--- src/cfg_loader_consts.svh ---
// Purpose: Named constants of the configuration loader
// Assumes: Included by the package and by every loader module
// Notes: Definitions only
`ifndef CFG_LOADER_CONSTS_SVH
`define CFG_LOADER_CONSTS_SVH

// Timing
`define CLK_PERIOD_NS 100
`define WAKE_WAIT_NS 30000
`define WAKE_WAIT_CYCLES ((`WAKE_WAIT_NS + `CLK_PERIOD_NS - 1) / `CLK_PERIOD_NS)

// Flash command layout
`define CMD_W 40
`define OPCODE_BITS 6'h08
`define CMD_BITS 6'h28
`define FLASH_START_ADDR 24'h000000
`define DUMMY_BYTE 8'h00
`define WAKE_TAIL 32'h00000000

// Strap encodings
`define MODE_STRAP_ACTIVE 2'h0
`define MODE_STRAP_PASSIVE 2'h1
`define MODE_STRAP_JTAG 2'h2
`define WIDTH_X1 2'h0
`define WIDTH_X2 2'h1
`define WIDTH_X4 2'h2
`define WIDTH_X8 2'h3

// Byte assembly
`define BYTE_FILL 4'h8
`define RAM_ADDR_W 16

`endif

--- src/cfg_loader_pkg.sv ---
// Purpose: Types shared by the configuration loader modules
// Assumes: cfg_loader_consts.svh gives the widths
// Notes: Types only
`include "cfg_loader_consts.svh"
package cfg_loader_pkg;

typedef logic [1:0] width_t;

typedef enum logic [1:0] {MODE_ACTIVE, MODE_PASSIVE, MODE_JTAG} mode_e;

typedef enum logic [3:0] {
	S_IDLE, S_WAKE, S_GAP, S_CMD, S_DATA, S_PASSIVE, S_JTAG, S_DONE, S_ERROR
} state_e;

typedef struct packed {
	logic en;
	logic [`RAM_ADDR_W-1:0] addr;
	logic [7:0] data;
} ram_wr_s;

typedef struct packed {
	logic cr;
	logic [1:0] mode;
	logic [1:0] width;
	logic [3:0] dq;
	logic pclk;
	logic pcs_n;
	logic [7:0] pdata;
	logic tck;
	logic tms;
	logic tdi;
} pin_s;

endpackage : cfg_loader_pkg

--- src/byte_collector.sv ---
// Purpose: Gathers 1, 2, 4 or 8 lanes per strobe into bytes
// Assumes: Strobe is a one-cycle pulse on the loader clock
// Notes: First sample lands in the byte's most significant bits
`timescale 1ns/100ps
`include "cfg_loader_consts.svh"
module byte_collector
	import cfg_loader_pkg::*;
#(
	parameter int LANES = 8
) (
	input wire logic clock,
	input wire logic rst_n,
	input wire logic clear,
	input wire logic strobe,
	input wire width_t width,
	input wire logic [LANES-1:0] lanes,
	output logic [7:0] byte_data,
	output logic byte_valid
);

if (LANES != 8) begin : g_bad_lanes
	$error("byte_collector serves exactly eight lanes");
end

logic [7:0] shreg;
logic [3:0] fill;
logic [7:0] next_shreg;
logic [3:0] next_fill;

always_comb begin
	next_shreg = shreg;
	next_fill = fill;
	if (strobe) begin
		case (width)
			`WIDTH_X1: begin
				next_shreg = {shreg[6:0], lanes[0]};
				next_fill = fill + 4'h1;
			end
			`WIDTH_X2: begin
				next_shreg = {shreg[5:0], lanes[1:0]};
				next_fill = fill + 4'h2;
			end
			`WIDTH_X4: begin
				next_shreg = {shreg[3:0], lanes[3:0]};
				next_fill = fill + 4'h4;
			end
			default: begin
				next_shreg = lanes[7:0];
				next_fill = fill + 4'h8;
			end
		endcase
	end
end

always_ff @(posedge clock or negedge rst_n) begin
	if (!rst_n) begin
		shreg <= 8'h00;
		fill <= 4'h0;
		byte_data <= 8'h00;
		byte_valid <= 1'b0;
	end else if (clear) begin
		shreg <= 8'h00;
		fill <= 4'h0;
		byte_valid <= 1'b0;
	end else begin
		shreg <= next_shreg;
		byte_valid <= 1'b0;
		if (next_fill >= `BYTE_FILL) begin
			byte_data <= next_shreg;
			byte_valid <= 1'b1;
			fill <= 4'h0;
		end else begin
			fill <= next_fill;
		end
	end
end

endmodule : byte_collector

--- src/fpga_config_loader.sv ---
// Purpose: Loads the configuration bitstream into configuration RAM
// Assumes: 10 MHz clock; all pin inputs asynchronous to it
// Notes: Active mode drives the flash clock from a divider of clock
`timescale 1ns/100ps
`include "cfg_loader_consts.svh"
module fpga_config_loader
	import cfg_loader_pkg::*;
#(
	parameter int CONFIG_BYTES = 1024,
	parameter int SCK_HALF = 4,
	parameter logic [7:0] WAKE_OPCODE = 8'hab,
	parameter logic [7:0] READ_OPCODE = 8'h0b
) (
	input wire logic clock,
	input wire logic rst_n,
	input wire logic config_reset_n,
	input wire logic [1:0] mode_strap,
	input wire logic [1:0] width_strap,
	output logic spi_clk,
	output logic spi_cs_n,
	output logic spi_dq0_out,
	output logic spi_dq0_oe,
	input wire logic [3:0] spi_dq_in,
	input wire logic pass_clk,
	input wire logic pass_cs_n,
	input wire logic [7:0] pass_data,
	input wire logic jtag_tck,
	input wire logic jtag_tms,
	input wire logic jtag_tdi,
	output ram_wr_s config_ram,
	output logic config_done,
	output logic gpio_weak_pullup,
	output logic config_error
);

localparam int SW = $clog2(SCK_HALF) + 1;
localparam int BW = $clog2(CONFIG_BYTES + 1);

if (CONFIG_BYTES < 1 || CONFIG_BYTES > 65536) begin : g_bad_bytes
	$error("CONFIG_BYTES must lie in 1..65536");
end
if (SCK_HALF < 4) begin : g_bad_half
	$error("SCK_HALF below 4 leaves no room for the input synchroniser");
end

////////////////////////////////////////////////////////////////////////////////
// Pin synchronisers: stage a feeds stage b only
pin_s pins;
pin_s sync_a;
pin_s sync_b;
pin_s sync_d;

assign pins = '{cr: config_reset_n, mode: mode_strap, width: width_strap, dq: spi_dq_in,
	pclk: pass_clk, pcs_n: pass_cs_n, pdata: pass_data, tck: jtag_tck, tms: jtag_tms,
	tdi: jtag_tdi};

always_ff @(posedge clock or negedge rst_n) begin
	if (!rst_n) begin
		sync_a <= '0;
		sync_b <= '0;
		sync_d <= '0;
	end else begin
		sync_a <= pins;
		sync_b <= sync_a;
		sync_d <= sync_b;
	end
end

logic cr_rise;
logic cr_fall;
logic pass_rise;
logic tck_rise;
assign cr_rise = sync_b.cr & ~sync_d.cr;
assign cr_fall = ~sync_b.cr & sync_d.cr;
assign pass_rise = sync_b.pclk & ~sync_d.pclk & ~sync_b.pcs_n;
assign tck_rise = sync_b.tck & ~sync_d.tck & ~sync_b.tms;

////////////////////////////////////////////////////////////////////////////////
// Flash clock divider
state_e state;
width_t width;
logic [SW-1:0] sck_cnt;
logic running;
logic sck_last;
logic hi_end;
logic lo_end;

assign running = (state == S_WAKE) || (state == S_CMD) || (state == S_DATA);
assign sck_last = sck_cnt == SW'(SCK_HALF - 1);
assign hi_end = running & spi_clk & sck_last;
assign lo_end = running & ~spi_clk & sck_last;

always_ff @(posedge clock or negedge rst_n) begin
	if (!rst_n) begin
		spi_clk <= 1'b0;
		sck_cnt <= '0;
	end else if (!running) begin
		spi_clk <= 1'b0;
		sck_cnt <= '0;
	end else if (sck_last) begin
		sck_cnt <= '0;
		spi_clk <= ~spi_clk;
	end else begin
		sck_cnt <= sck_cnt + SW'(1);
	end
end

////////////////////////////////////////////////////////////////////////////////
// Sequencer
logic [`CMD_W-1:0] cmd_sh;
logic [5:0] bit_cnt;
logic [15:0] gap_cnt;
logic wake_sent;
logic loaded;
logic start;

assign start = (state == S_IDLE) & cr_rise;
assign spi_dq0_out = cmd_sh[`CMD_W-1];

always_ff @(posedge clock or negedge rst_n) begin
	if (!rst_n) begin
		state <= S_IDLE;
		width <= `WIDTH_X1;
		cmd_sh <= '0;
		bit_cnt <= 6'h00;
		gap_cnt <= 16'h0000;
		spi_cs_n <= 1'b1;
		spi_dq0_oe <= 1'b0;
		wake_sent <= 1'b0;
		config_error <= 1'b0;
	end else if (cr_fall) begin
		// Pulling config_reset_n low aborts and rearms any load
		state <= S_IDLE;
		spi_cs_n <= 1'b1;
		spi_dq0_oe <= 1'b0;
		wake_sent <= 1'b0;
		config_error <= 1'b0;
	end else begin
		case (state)
			S_IDLE: begin
				if (start) begin
					case (sync_b.mode)
						`MODE_STRAP_ACTIVE: begin
							if (sync_b.width == `WIDTH_X8) begin
								state <= S_ERROR;
								config_error <= 1'b1;
							end else begin
								width <= sync_b.width;
								state <= S_WAKE;
								spi_cs_n <= 1'b0;
								spi_dq0_oe <= 1'b1;
								cmd_sh <= {WAKE_OPCODE, `WAKE_TAIL};
								bit_cnt <= 6'h00;
							end
						end
						`MODE_STRAP_PASSIVE: begin
							width <= sync_b.width;
							state <= S_PASSIVE;
						end
						`MODE_STRAP_JTAG: begin
							width <= `WIDTH_X1;
							state <= S_JTAG;
						end
						default: begin
							state <= S_ERROR;
							config_error <= 1'b1;
						end
					endcase
				end
			end
			S_WAKE: begin
				if (lo_end) begin
					bit_cnt <= bit_cnt + 6'h01;
				end
				if (hi_end) begin
					if (bit_cnt == `OPCODE_BITS) begin
						state <= S_GAP;
						spi_cs_n <= 1'b1;
						spi_dq0_oe <= 1'b0;
						gap_cnt <= 16'h0000;
						wake_sent <= 1'b1;
					end else begin
						cmd_sh <= {cmd_sh[`CMD_W-2:0], 1'b0};
					end
				end
			end
			S_GAP: begin
				gap_cnt <= gap_cnt + 16'h0001;
				if (gap_cnt == 16'(`WAKE_WAIT_CYCLES - 1)) begin
					state <= S_CMD;
					spi_cs_n <= 1'b0;
					spi_dq0_oe <= 1'b1;
					cmd_sh <= {READ_OPCODE, `FLASH_START_ADDR, `DUMMY_BYTE};
					bit_cnt <= 6'h00;
				end
			end
			S_CMD: begin
				if (lo_end) begin
					bit_cnt <= bit_cnt + 6'h01;
				end
				if (hi_end) begin
					if (bit_cnt == `CMD_BITS) begin
						state <= S_DATA;
						spi_dq0_oe <= 1'b0;
					end else begin
						cmd_sh <= {cmd_sh[`CMD_W-2:0], 1'b0};
					end
				end
			end
			S_DATA: begin
				// One open read streams the whole image
				if (loaded) begin
					state <= S_DONE;
					spi_cs_n <= 1'b1;
				end
			end
			S_PASSIVE, S_JTAG: begin
				if (loaded) begin
					state <= S_DONE;
				end
			end
			S_DONE, S_ERROR: begin
				state <= state;
			end
			default: begin
				state <= S_IDLE;
			end
		endcase
	end
end

////////////////////////////////////////////////////////////////////////////////
// Lane selection and byte assembly
logic strobe;
logic [7:0] lanes;
logic [7:0] byte_data;
logic byte_valid;
logic [BW-1:0] byte_count;

always_comb begin
	strobe = 1'b0;
	lanes = 8'h00;
	case (state)
		S_DATA: begin
			// Sample at the end of the high half, well after the synchroniser settles
			strobe = hi_end;
			case (width)
				`WIDTH_X1: lanes = {7'h00, sync_b.dq[1]};
				`WIDTH_X2: lanes = {6'h00, sync_b.dq[1:0]};
				default: lanes = {4'h0, sync_b.dq};
			endcase
		end
		S_PASSIVE: begin
			strobe = pass_rise;
			lanes = sync_b.pdata;
		end
		S_JTAG: begin
			strobe = tck_rise;
			lanes = {7'h00, sync_b.tdi};
		end
		default: begin
			strobe = 1'b0;
		end
	endcase
end

byte_collector #(
	.LANES(8)
) u_collector (
	.clock(clock),
	.rst_n(rst_n),
	.clear(start),
	.strobe(strobe),
	.width(width),
	.lanes(lanes),
	.byte_data(byte_data),
	.byte_valid(byte_valid)
);

assign loaded = byte_count == BW'(CONFIG_BYTES);

always_ff @(posedge clock or negedge rst_n) begin
	if (!rst_n) begin
		byte_count <= '0;
		config_ram <= '0;
	end else if (start) begin
		byte_count <= '0;
		config_ram.en <= 1'b0;
	end else if (byte_valid && !loaded && (state == S_DATA || state == S_PASSIVE ||
		state == S_JTAG)) begin
		config_ram <= '{en: 1'b1, addr: `RAM_ADDR_W'(byte_count), data: byte_data};
		byte_count <= byte_count + BW'(1);
	end else begin
		config_ram.en <= 1'b0;
	end
end

always_ff @(posedge clock or negedge rst_n) begin
	if (!rst_n) begin
		config_done <= 1'b0;
		gpio_weak_pullup <= 1'b1;
	end else if (cr_fall) begin
		config_done <= 1'b0;
		gpio_weak_pullup <= 1'b1;
	end else if (state == S_DONE) begin
		config_done <= 1'b1;
		gpio_weak_pullup <= 1'b0;
	end
end

////////////////////////////////////////////////////////////////////////////////
// Checks
logic [15:0] cs_high_cnt;

always_ff @(posedge clock or negedge rst_n) begin
	if (!rst_n) begin
		cs_high_cnt <= 16'h0000;
	end else if (!spi_cs_n) begin
		cs_high_cnt <= 16'h0000;
	end else if (cs_high_cnt != 16'hffff) begin
		cs_high_cnt <= cs_high_cnt + 16'h0001;
	end
end
endmodule : fpga_config_loader

--- config.mk ---
export PLATFORM = sky130hd
export DESIGN_NAME = fpga_config_loader
export DESIGN_NICKNAME = d
export VERILOG_FILES = /design/src/cfg_loader_pkg.sv /design/src/byte_collector.sv /design/src/fpga_config_loader.sv
export VERILOG_INCLUDE_DIRS = /design/src
export SDC_FILE = /design/constraint.sdc
export NUM_CORES = 1
export LEC_CHECK = 0
export BUFFER_PORTS_ARGS = -buffer_cell sky130_fd_sc_hd__buf_2
export CAP_MARGIN = 20
export CORE_MARGIN = 5
export CORE_UTILIZATION = 54
export DETAILED_ROUTE_END_ITERATION = 16
export PLACE_DENSITY = 0.76
export SYNTH_ARGS = -nofsm -noshare
export SYNTH_HDL_FRONTEND = slang
export SYNTH_SLANG_ARGS = --single-unit
--- constraint.sdc ---
create_clock -name clock -period 2.2 [get_ports clock]
set_input_delay 0.22 -clock clock [delete_from_list [all_inputs] [get_ports clock]]
set_output_delay 0.22 -clock clock [all_outputs]
set_load 0.03 [all_outputs]
==> metrics.txt, run 1 <==
status=completed; Slew @ Worst Pin=0.569 ns; fraction of registers with async set or reset after synthesis=between 90% and 100%; highest fanout seen on the critical path=8; Startpoint Class=register; first-pass GRT wire length=24.7 mm; post-layout util=about two thirds; Reg-to-Reg Start=sck_cnt[0]; Core Footprint=around 0.012 mm²; largest net degree at the start of global routing=59; share of layout cells above drive strength 1=22.1%; main flop type after synthesis=dfrtp_1; LEAKAGE=around 0.0038 µW; starting density of the core=54.6%; Post-synth EDFFs=0; drt first pass iters=5; Max Fclk=about 0.47 GHz; CTS buffer count=17; Port Buf Inserts=50; RePlAce Congestion=0.942; Layout Nets=~760; Power Dens Cells=around 1200 mW/mm²; period utilization=approximately 98%; hpwl dp=about 9.8 mm; Crit. End Element=register; H-tree depth=4; clock buffer depth=2; Worst R2R End=u_collector.byte_data[6]; final hold vios=0; antenna violations before repair=0; hold_ws=0.329 ns; via/cell ratio=5.68; Area Growth Syn to Fin=23.9%; Cells after DPL=829; maxcap violations=0; Cells after Synth=615; global-route usage over all layers=a little over a fifth; die width=120 µm; pre-CTS setup slack=-0.0188 ns; number of global-route vias before repair=5,023; DRC=0; die area=0.0143 mm²; diode count=0; Worst Path Required=2.49 ns; global route total overflow=0; fin crit period=2.15 ns; TritonCTS clock tree=built; # setup viols final=0; Post-Route WL=between 10 and 15 mm; clk sinks=144; Initial DRC Count=560; worst skew pair latency=0.43 ns; Synth area leaders=dfrtp_1 (55%), nand2_1 (5.1%), mux2i_1 (3.1%), o21ai_0 (2.8%), nor2_1 (2.8%); Worst-path clk slew=roughly 0.060 ns; YS warnings=0; total number of vias=5,051; post-route ant nets=0; fin. max-slew vios=0; crit path DAT=approximately 2.4 ns; Setup WS post-layout=0.0512 ns; top-level port count=between 50 and 60; Slew headroom=62.1%; non-filler cells, final=889; biggest area consumer among synthesized cells=dfrtp_1; FP Rows=40; critical path type=register to register; VDD IR max=809 µV; Syn Area/Cell=10.6 µm²; clock root buffer=clkbuf_16; Die Y-Extent=120 µm; share of the synthesized area in the top cell type=54.6%; R2R Setup Slk=0.05 ns; Max Clock Skew=0.0133 ns; R2R cell count=7; cell with the most instances after synthesis=dfrtp_1; WL/cell=16.3 µm; Worst Hold Class=input pin to async pin; Yosys reg bits=about 140; sequential-to-total area share from yosys stat=a little under three fifths; synth unique cells=71; Post-synth top cells=dfrtp_1 (142), nand2_1 (89), nor2_1 (49), o21ai_0 (37), nand3_1 (23); Synth Cell Area=0.00650 mm²
-- metal layers --
metal / share of wire [%] / vias up / track usage (%) / wire length (µm)
met3: 5.3 / 26 / 5.47 / 767
met5: 0 / - / 0 / 0
met1: 44 / 2464 / 28.2 / 6430
met4: 2.3 / 0 / 9.74 / 329
met2: 48 / 165 / 34.4 / 6960
li1: - / 2396 / - / -
-- layout by cell type, fill, tap and decap left out, drive strengths merged, types with 20 or more instances in the layout --
master / synthesis / layout
buf: 14 / 98
dfrtp: 142 / 142
dlygate4sd3: 0 / 23
inv: 21 / 28
mux2i: 20 / 20
nand2: 89 / 89
nand3: 24 / 24
nor2: 49 / 49
o21ai: 37 / 37
-- critical path, stage by stage, from the launching register on --
cell and delay [ns]:
dfrtp_1 0.38, ha_1 0.25, and4bb_2 0.26, o211ai_4 0.32, a211oi_4 0.12, buf_12 0.16, a2111oi_0 0.45, a31oi_1 0.07
-- power breakdown --
part / total, µW / internal [µW] / leakage (µW) / switching (µW)
combinational: 3000 / 1180 / 0.00173 / 1830
clock: 2780 / 1590 / 0.000280 / 1190
sequential: 3500 / 3120 / 0.00183 / 382
total: 9280 / 5880 / 0.00384 / 3390
-- final cells by class --
| cell class | count | area [µm²] |
|---|---|---|
| Timing Repair Buffer | 121 | 872 |
| Clock inverter | 15 | 153 |
| Clock buffer | 17 | 425 |
| Tap cell | 147 | 184 |
| Sequential cell | 144 | 3610 |
| Fill cell | 890 | 3850 |
| Inverter | 22 | 82.6 |
| Multi-Input combinational cell | 423 | 2730 |
-- worst max path at each step --
| stage | end | slack, ns | startpoint |
|---|---|---|---|
| CTS | bit_cnt[5] | 0.002 | sync_b[20] |
| global placement | bit_cnt[5] | 0.09 | sync_b[20] |
| global route | u_collector.byte_data[7] | -0.03 | sck_cnt[0] |
| finish | u_collector.byte_data[6] | 0.05 | sck_cnt[0] |
| floorplan | bit_cnt[3] | 0.09 | sync_b[19] |
| detailed placement | bit_cnt[3] | -0.02 | sync_b[20] |
-- metrics by stage --
stage                     instance area [µm²]  total power [µW]  setup TNS (ns)
after floorplan                          6520              5420               0
after global placement                   7140              6260               0
after detailed placement                 7140              6360         -0.0314
after CTS                                7960              9240               0
after global routing                     8060              9840         -0.0641
final                                    8060              9280               0
-- sequential cells by signal, summed over array words and instances, names as in the netlist, 2 cells and up --
| register | count |
|---|---|
| config_ram | 20 |
| u_collector.byte_data | 8 |
| byte_count | 11 |
| gap_cnt | 16 |
| u_collector.fill | 4 |
| state | 4 |
| sync_b | 22 |
| width | 2 |
| u_collector.shreg | 8 |
| sync_a | 22 |
| bit_cnt | 6 |
| sync_d | 3 |
| sck_cnt | 3 |
| cmd_sh | 8 |
-- what timing repair did --
item,in CTS,in global routing
pin swaps,0,5
endpoints found under the hold margin,76,0
hold buffers,23,0
setup buffers,0,5
cloned,0,0
endpoints found under the setup margin,3,22
gates resized for setup,2,12
-- cell families (layout without fill, tap and decap cells) --
family	after synthesis	in the layout	share of synthesized area, %
mux	26	26	4.12
fa+ha+maj	11	11	2.12
buf+inv	53	175	3.73
other cells	1	6	0.0577
xor+xnor	18	18	2.54
simple gates	246	246	19.3
compound gates	116	116	12.7
flops	144	144	55.4
Power figures use the tool's default switching activity.
==> inputs of run 2 (changes only) <==
Settings changed: ABC_AREA set to 1.
==> metrics.txt, run 2 <==
fin crit period=2.02 ns (was 2.15 ns); CP Buf/Inv Count=0 (was 1); slowest stage cell, crit path=dfrtp_1 (was a2111oi_0); Core Footprint=0.0126 mm² (was 0.0119 mm²); top-level port count=56 (unchanged); H-tree depth=4 (unchanged); worst skew pair latency=0.43 ns (about the same); share of layout cells above drive strength 1=15.0% (was 22.1%); Worst Hold Class=input pin to async pin (unchanged); Synth Cell Area=0.00691 mm² (was 0.00650 mm²); first-pass GRT wire length=25.4 mm (was 24.7 mm); diode count=0 (unchanged); Initial DRC Count=480 (was 560); Cells after Synth=838 (was 615); drt first pass iters=8 (was 5); Post-Route WL=14.6 mm (was 14.5 mm); most common cell after layout, fill and taps aside=nand2_1 (was dfrtp_1); Layout Nets=961 (was 764); clk sinks=144 (unchanged); global route total overflow=0 (unchanged); post-layout util=65.8% (was 67.6%); maxcap violations=0 (unchanged); fin. max-slew vios=0 (unchanged); starting density of the core=55.0% (was 54.6%); fraction of registers with async set or reset after synthesis=100% (unchanged); period utilization=91.9% (was 97.7%); YS warnings=0 (unchanged); antenna violations before repair=0 (unchanged); CTS buffer count=17 (unchanged); sequential cell area=0.00361 mm² (unchanged); Crit. End Element=register (unchanged); via/cell ratio=5.01 (was 5.68); FILL cells=1,012 (was 890); Syn Area/Cell=8.25 µm² (was 10.6 µm²); Max Fclk=0.495 GHz (was 0.465 GHz); total number of vias=5,566 (was 5,051); largest registers=sync_a (22), sync_b (22), config_ram (20) (unchanged); VDD IR max=664 µV (was 809 µV); R2R cell count=9 (was 7); Synth area leaders=dfrtp_1 (51%), nand2_1 (15%), nand3_1 (5.8%), nor2_1 (4.3%), inv_1 (3.8%) (was dfrtp_1 (55%), nand2_1 (5.1%), mux2i_1 (3.1%), o21ai_0 (2.8%), nor2_1 (2.8%)); biggest area consumer among synthesized cells=dfrtp_1 (unchanged); DRC=0 (unchanged); Startpoint Class=register (unchanged); synth unique cells=37 (was 71); Area Growth Syn to Fin=19.7% (was 23.9%); most frequent cells in the layout=nand2_1 (279), dfrtp_1 (142), nand3_1 (80) (was dfrtp_1 (142), nand2_1 (88), nor2_1 (49), buf_2 (49), buf_4 (46)); Worst R2R End=u_collector.fill[2] (was u_collector.byte_data[6]); Port Buf Inserts=50 (unchanged); sequential-to-total area share from yosys stat=52.2% (was 55.4%); Yosys reg bits=144 (unchanged); FP Rows=41 (was 40); number of global-route vias before repair=5,457 (was 5,023); Sum Neg Setup Slack=0 ns (unchanged); Reg-to-Reg Start=state[0] (was sck_cnt[0]); Power Dens Cells=1120 mW/mm² (was 1150 mW/mm²); largest net degree at the start of global routing=54 (was 59); Post-synth EDFFs=0 (unchanged); Max Clock Skew=0.00658 ns (was 0.0133 ns); post-route ant nets=0 (unchanged); clock root buffer=clkbuf_16 (unchanged); global-route usage over all layers=21.4% (was 21.7%); Worst-path clk slew=0.06 ns (about the same); highest fanout seen on the critical path=16 (was 8); multi-input gate area in the final layout=0.00289 mm² (was 0.00273 mm²); Worst Path Required=2.56 ns (was 2.49 ns); TritonCTS clock tree=built (unchanged); clock buffer depth=2 (unchanged); final hold vios=0 (unchanged); family with the most delay on the worst path=simple AND/OR/NAND/NOR gates (was compound AO/OA/AOI/OAI gates); Die Y-Extent=123 µm (was 120 µm); die area=0.0152 mm² (was 0.0143 mm²); WL/cell=13.2 µm (was 16.3 µm); worst path cell trace=nor2_4 -> nand2_4 -> nand2_4 -> nand3_2 -> nand2_4 -> nand2_1 -> nand2_1 -> nand2_1 -> nor2_1 (was ha_1 -> and4bb_2 -> o211ai_4 -> a211oi_4 -> buf_12 -> a2111oi_0 -> a31oi_1); LEAKAGE=0.00416 µW (was 0.00384 µW); main flop type after synthesis=dfrtp_1 (unchanged); RePlAce Congestion=0.915 (was 0.942); crit path DAT=2.38 ns (was 2.44 ns); Post-synth top cells=nand2_1 (279), dfrtp_1 (142), nand3_1 (80), nor2_1 (80), inv_1 (70) (was dfrtp_1 (142), nand2_1 (89), nor2_1 (49), o21ai_0 (37), nand3_1 (23)); Max stage delay on crit path=0.51 ns (was 0.45 ns); hpwl dp=10.1 mm (was 9.85 mm); status=completed (unchanged); cell with the most instances after synthesis=nand2_1 (was dfrtp_1); # setup viols final=0 (unchanged); R2R Setup Slk=0.18 ns (was 0.05 ns); share of the synthesized area in the top cell type=51.4% (was 54.6%); die width=123 µm (was 120 µm); critical path type=register to register (unchanged); RSZ-0062 raised after global routing=no
run 2: changes by cell type in the layout (fill, tap and decap cells not counted), sizes merged, moves of 20 or more:
cell   previous run  this run
nor2             49        89
nand2            89       292
nand3            24        85
buf              98        65
inv              28        82
mux2i            20         0
run 2: metrics by stage:
stage | power (µW) | setup WS [ns] | instance area [µm²] | hold slack, ns | std cells
final | 9250 | 0.179 | 8270 | 0.298 | 1111
after floorplan | 5360 | 0.578 | 6930 | -0.0756 | 843
after CTS | 9290 | 0.0938 | 8270 | 0.306 | 1111
after global placement | 6060 | 0.249 | 7390 | 0.191 | 1056
after global routing | 9820 | 0.0133 | 8270 | 0.351 | 1111
after detailed placement | 6090 | 0.171 | 7390 | 0.191 | 1056
run 2: worst max path at each step:
stage                         from                       end  slack (ns)  cells past startpoint
after floorplan            spi_clk                cmd_sh[39]        0.58                      9
after global placement    state[0]  u_collector.byte_data[6]        0.25                     10
after detailed placement  state[0]  u_collector.byte_data[0]        0.17                     10
after CTS                 state[0]  u_collector.byte_data[0]        0.09                     10
after global routing      state[0]       u_collector.fill[2]        0.01                     10
final                     state[0]       u_collector.fill[2]        0.18                      9
run 2: cell families after synthesis:
| family | share of synthesized area (%) |
|---|---|
| buf+inv | 6.44 |
| compound gates | 5.47 |
| simple gates | 31.6 |
| other cells | 0.0542 |
| xor+xnor | 2.28 |
| flops | 52.2 |
| fa+ha+maj | 1.99 |
run 2: cell type report:
| class | instances | share of cell area (%) |
|---|---|---|
| inverter | 77 | 3.49 |
| clock buffer | 19 | 5.47 |
| multi-input combinational | 598 | 34.9 |
| sequential | 144 | 43.6 |
| tap | 172 | 2.60 |
| timing repair buffer | 88 | 7.55 |
| clock inverter | 13 | 2.39 |
run 2: metal layers:
metal | wire (µm) | share of wire, % | up-vias | GRT usage (%)
met5 | 0 | 0 | - | 0
met4 | 319 | 2.2 | 0 | 7.75
met1 | 6530 | 45 | 2562 | 28.1
met2 | 7030 | 48 | 162 | 35.1
li1 | - | - | 2813 | -
met3 | 754 | 5.2 | 29 | 4.48
run 2: timing repair:
action | in CTS | in global routing
setup buffers | 0 | 0
endpoints found under the hold margin | 70 | 0
endpoints found under the setup margin | 0 | 11
hold buffers | 23 | 0
resized for setup | 0 | 2
run 2: worst register-to-register path, stage by stage (launching register included):
cell	delay (ns)
dfrtp_1	0.51
nor2_4	0.28
nand2_4	0.10
nand2_4	0.11
nand3_2	0.19
nand2_4	0.26
nand2_1	0.16
nand2_1	0.11
nand2_1	0.10
nor2_1	0.13
run 2: power by group:
| part | total (µW) | internal (µW) | switching, µW |
|---|---|---|---|
| logic | 2810 | 884 | 1930 |
| clock network | 3130 | 1980 | 1150 |
| registers | 3300 | 3000 | 305 |
| total | 9250 | 5860 | 3380 |
==> inputs of run 3 (changes only) <==
Settings changed: CORE_ASPECT_RATIO set to 0.8.
==> metrics.txt, run 3 (synthesized netlist as in run 2, its figures left out) <==
status=completed (unchanged); FP Rows=37 (was 41); Reg-to-Reg Start=state[3] (was state[0]); highest fanout seen on the critical path=16 (unchanged); Power Dens Cells=1080 mW/mm² (was 1120 mW/mm²); worst path cell trace=nor2_4 -> nand2_4 -> nand2_4 -> nand3_2 -> nand2_4 -> nand3_1 -> nand2_2 -> nand3_1 -> nand2_1 (was nor2_4 -> nand2_4 -> nand2_4 -> nand3_2 -> nand2_4 -> nand2_1 -> nand2_1 -> nand2_1 -> nor2_1); clk sinks=144 (unchanged); Sum Neg Setup Slack=0 ns (unchanged); critical path type=register to register (unchanged); Slew @ Worst Pin=0.527 ns; Worst Path Required=2.55 ns (was 2.56 ns); drt first pass iters=5 (was 8); Initial DRC Count=423 (was 480); Most Frequent Cell on Critical Path=nand2_4; TritonCTS clock tree=built (unchanged); Slew headroom=approximately 65%; post-route ant nets=0 (unchanged); CTS buffer count=17 (unchanged); Max Clock Skew=0.0100 ns (was 0.00658 ns); slowest stage cell, crit path=dfrtp_1 (unchanged); Area Growth Syn to Fin=18.5% (was 19.7%); top-level port count=56 (unchanged); largest registers=sync_a (22), sync_b (22), config_ram (20) (unchanged); diode count=0 (unchanged); largest net degree at the start of global routing=55 (was 54); VDD IR max=698 µV (was 664 µV); hpwl dp=10.1 mm (about the same); post-layout util=64.6% (was 65.8%); family with the most delay on the worst path=simple AND/OR/NAND/NOR gates (unchanged); period utilization=89.4% (was 91.9%); Startpoint Class=register (unchanged); Worst Hold Class=input pin to async pin (unchanged); via/cell ratio=5.08 (was 5.01); global-route usage over all layers=20.8% (was 21.4%); LEAKAGE=0.00410 µW (was 0.00416 µW); clock root buffer=clkbuf_16 (unchanged); share of layout cells above drive strength 1=14.8% (was 15.0%); Die Y-Extent=111 µm (was 123 µm); first-pass GRT wire length=25.4 mm (about the same); final hold vios=0 (unchanged); maxcap violations=0 (unchanged); antenna violations before repair=0 (unchanged); number of global-route vias before repair=5,416 (was 5,457); worst skew pair latency=0.42 ns (was 0.43 ns); Worst-path clk slew=0.06 ns (about the same); Crit. End Element=register (unchanged); starting density of the core=54.5% (was 55.0%); Post-Route WL=15.2 mm (was 14.6 mm); die width=137 µm (was 123 µm); most frequent cells in the layout=nand2_1 (279), dfrtp_1 (142), nand3_1 (80) (unchanged); fin crit period=1.97 ns (was 2.02 ns); clock buffer depth=2 (unchanged); CP Buf/Inv Count=0 (unchanged); Layout Nets=959 (was 961); CP startpoint=state[3] (was state[0]); fin. max-slew vios=0 (unchanged); Port Buf Inserts=50 (unchanged); DRC=0 (unchanged); crit path DAT=2.32 ns (was 2.38 ns); most common cell after layout, fill and taps aside=nand2_1 (unchanged); # setup viols final=0 (unchanged); die area=0.0152 mm² (about the same); RSZ-0062 raised after global routing=no (unchanged); Core Footprint=0.0127 mm² (was 0.0126 mm²); RePlAce Congestion=0.962 (was 0.915); Max stage delay on crit path=0.47 ns (was 0.51 ns); Max Fclk=0.509 GHz (was 0.495 GHz); total number of vias=5,649 (was 5,566); WL/cell=13.7 µm (was 13.2 µm); global route total overflow=0 (unchanged); H-tree depth=4 (unchanged)
[run 3: power by group]
| group | internal, µW | leakage, µW | total, µW | switching [µW] |
|---|---|---|---|---|
| Clock | 1620 | 0.000269 | 2740 | 1120 |
| Sequential | 3000 | 0.00186 | 3300 | 306 |
| Combinational | 855 | 0.00197 | 2830 | 1970 |
[run 3: timing repair]
action,in CTS,in global routing
setup endpoints to repair,0,15
setup buffers,0,0
endpoints found under the hold margin,74,0
hold buffers,23,0
gates resized for setup,0,4
[run 3: cell type report]
class,count,area [µm²]
fillers,1059,4490
inverters,77,293
multi-input cells,598,2900
repair buffers,86,609
well taps,175,219
clock inverters,12,110
flip-flops and latches,144,3610
clock buffers,20,457
[run 3: per-stage QoR]
| stage | power [µW] | hold WS [ns] | instances | setup WS [ns] | cell area [µm²] |
|---|---|---|---|---|---|
| after floorplan | 5360 | -0.0756 | 843 | 0.578 | 6930 |
| after CTS | 8860 | 0.345 | 1112 | 0.0767 | 8170 |
| after global placement | 6040 | 0.214 | 1057 | 0.205 | 7370 |
| after detailed placement | 6060 | 0.215 | 1057 | 0.107 | 7370 |
| final | 8870 | 0.318 | 1112 | 0.234 | 8190 |
| after global routing | 9370 | 0.352 | 1112 | 0.0394 | 8190 |
[run 3: worst reg2reg max path: stages (launching register included)]
cell	delay, ns
dfrtp_1	0.47
nor2_4	0.28
nand2_4	0.14
nand2_4	0.13
nand3_2	0.18
nand2_4	0.24
nand3_1	0.11
nand2_2	0.14
nand3_1	0.11
nand2_1	0.10
[run 3: layer usage]
metal	vias up	global-route usage, %	wire [µm]
met5	-	0	0
met4	0	7.25	245
met3	30	4.40	900
met2	180	32.5	7100
met1	2613	28.8	6950
li1	2826	-	-
[run 3: path summary, 6_finish.rpt]
kind | depth (start not counted) | endpoint | slack [ns]
worst min register to register | 0 | sync_b[7] | 0.35
max in group asynchronous | 3 | spi_cs_n | 1.20
min in group clock | 0 | sync_b[7] | 0.35
worst max-delay path | 9 | u_collector.byte_data[4] | 0.23
worst max register to register | 9 | u_collector.byte_data[4] | 0.23
worst min-delay path | 2 | config_ram[7] | 0.32
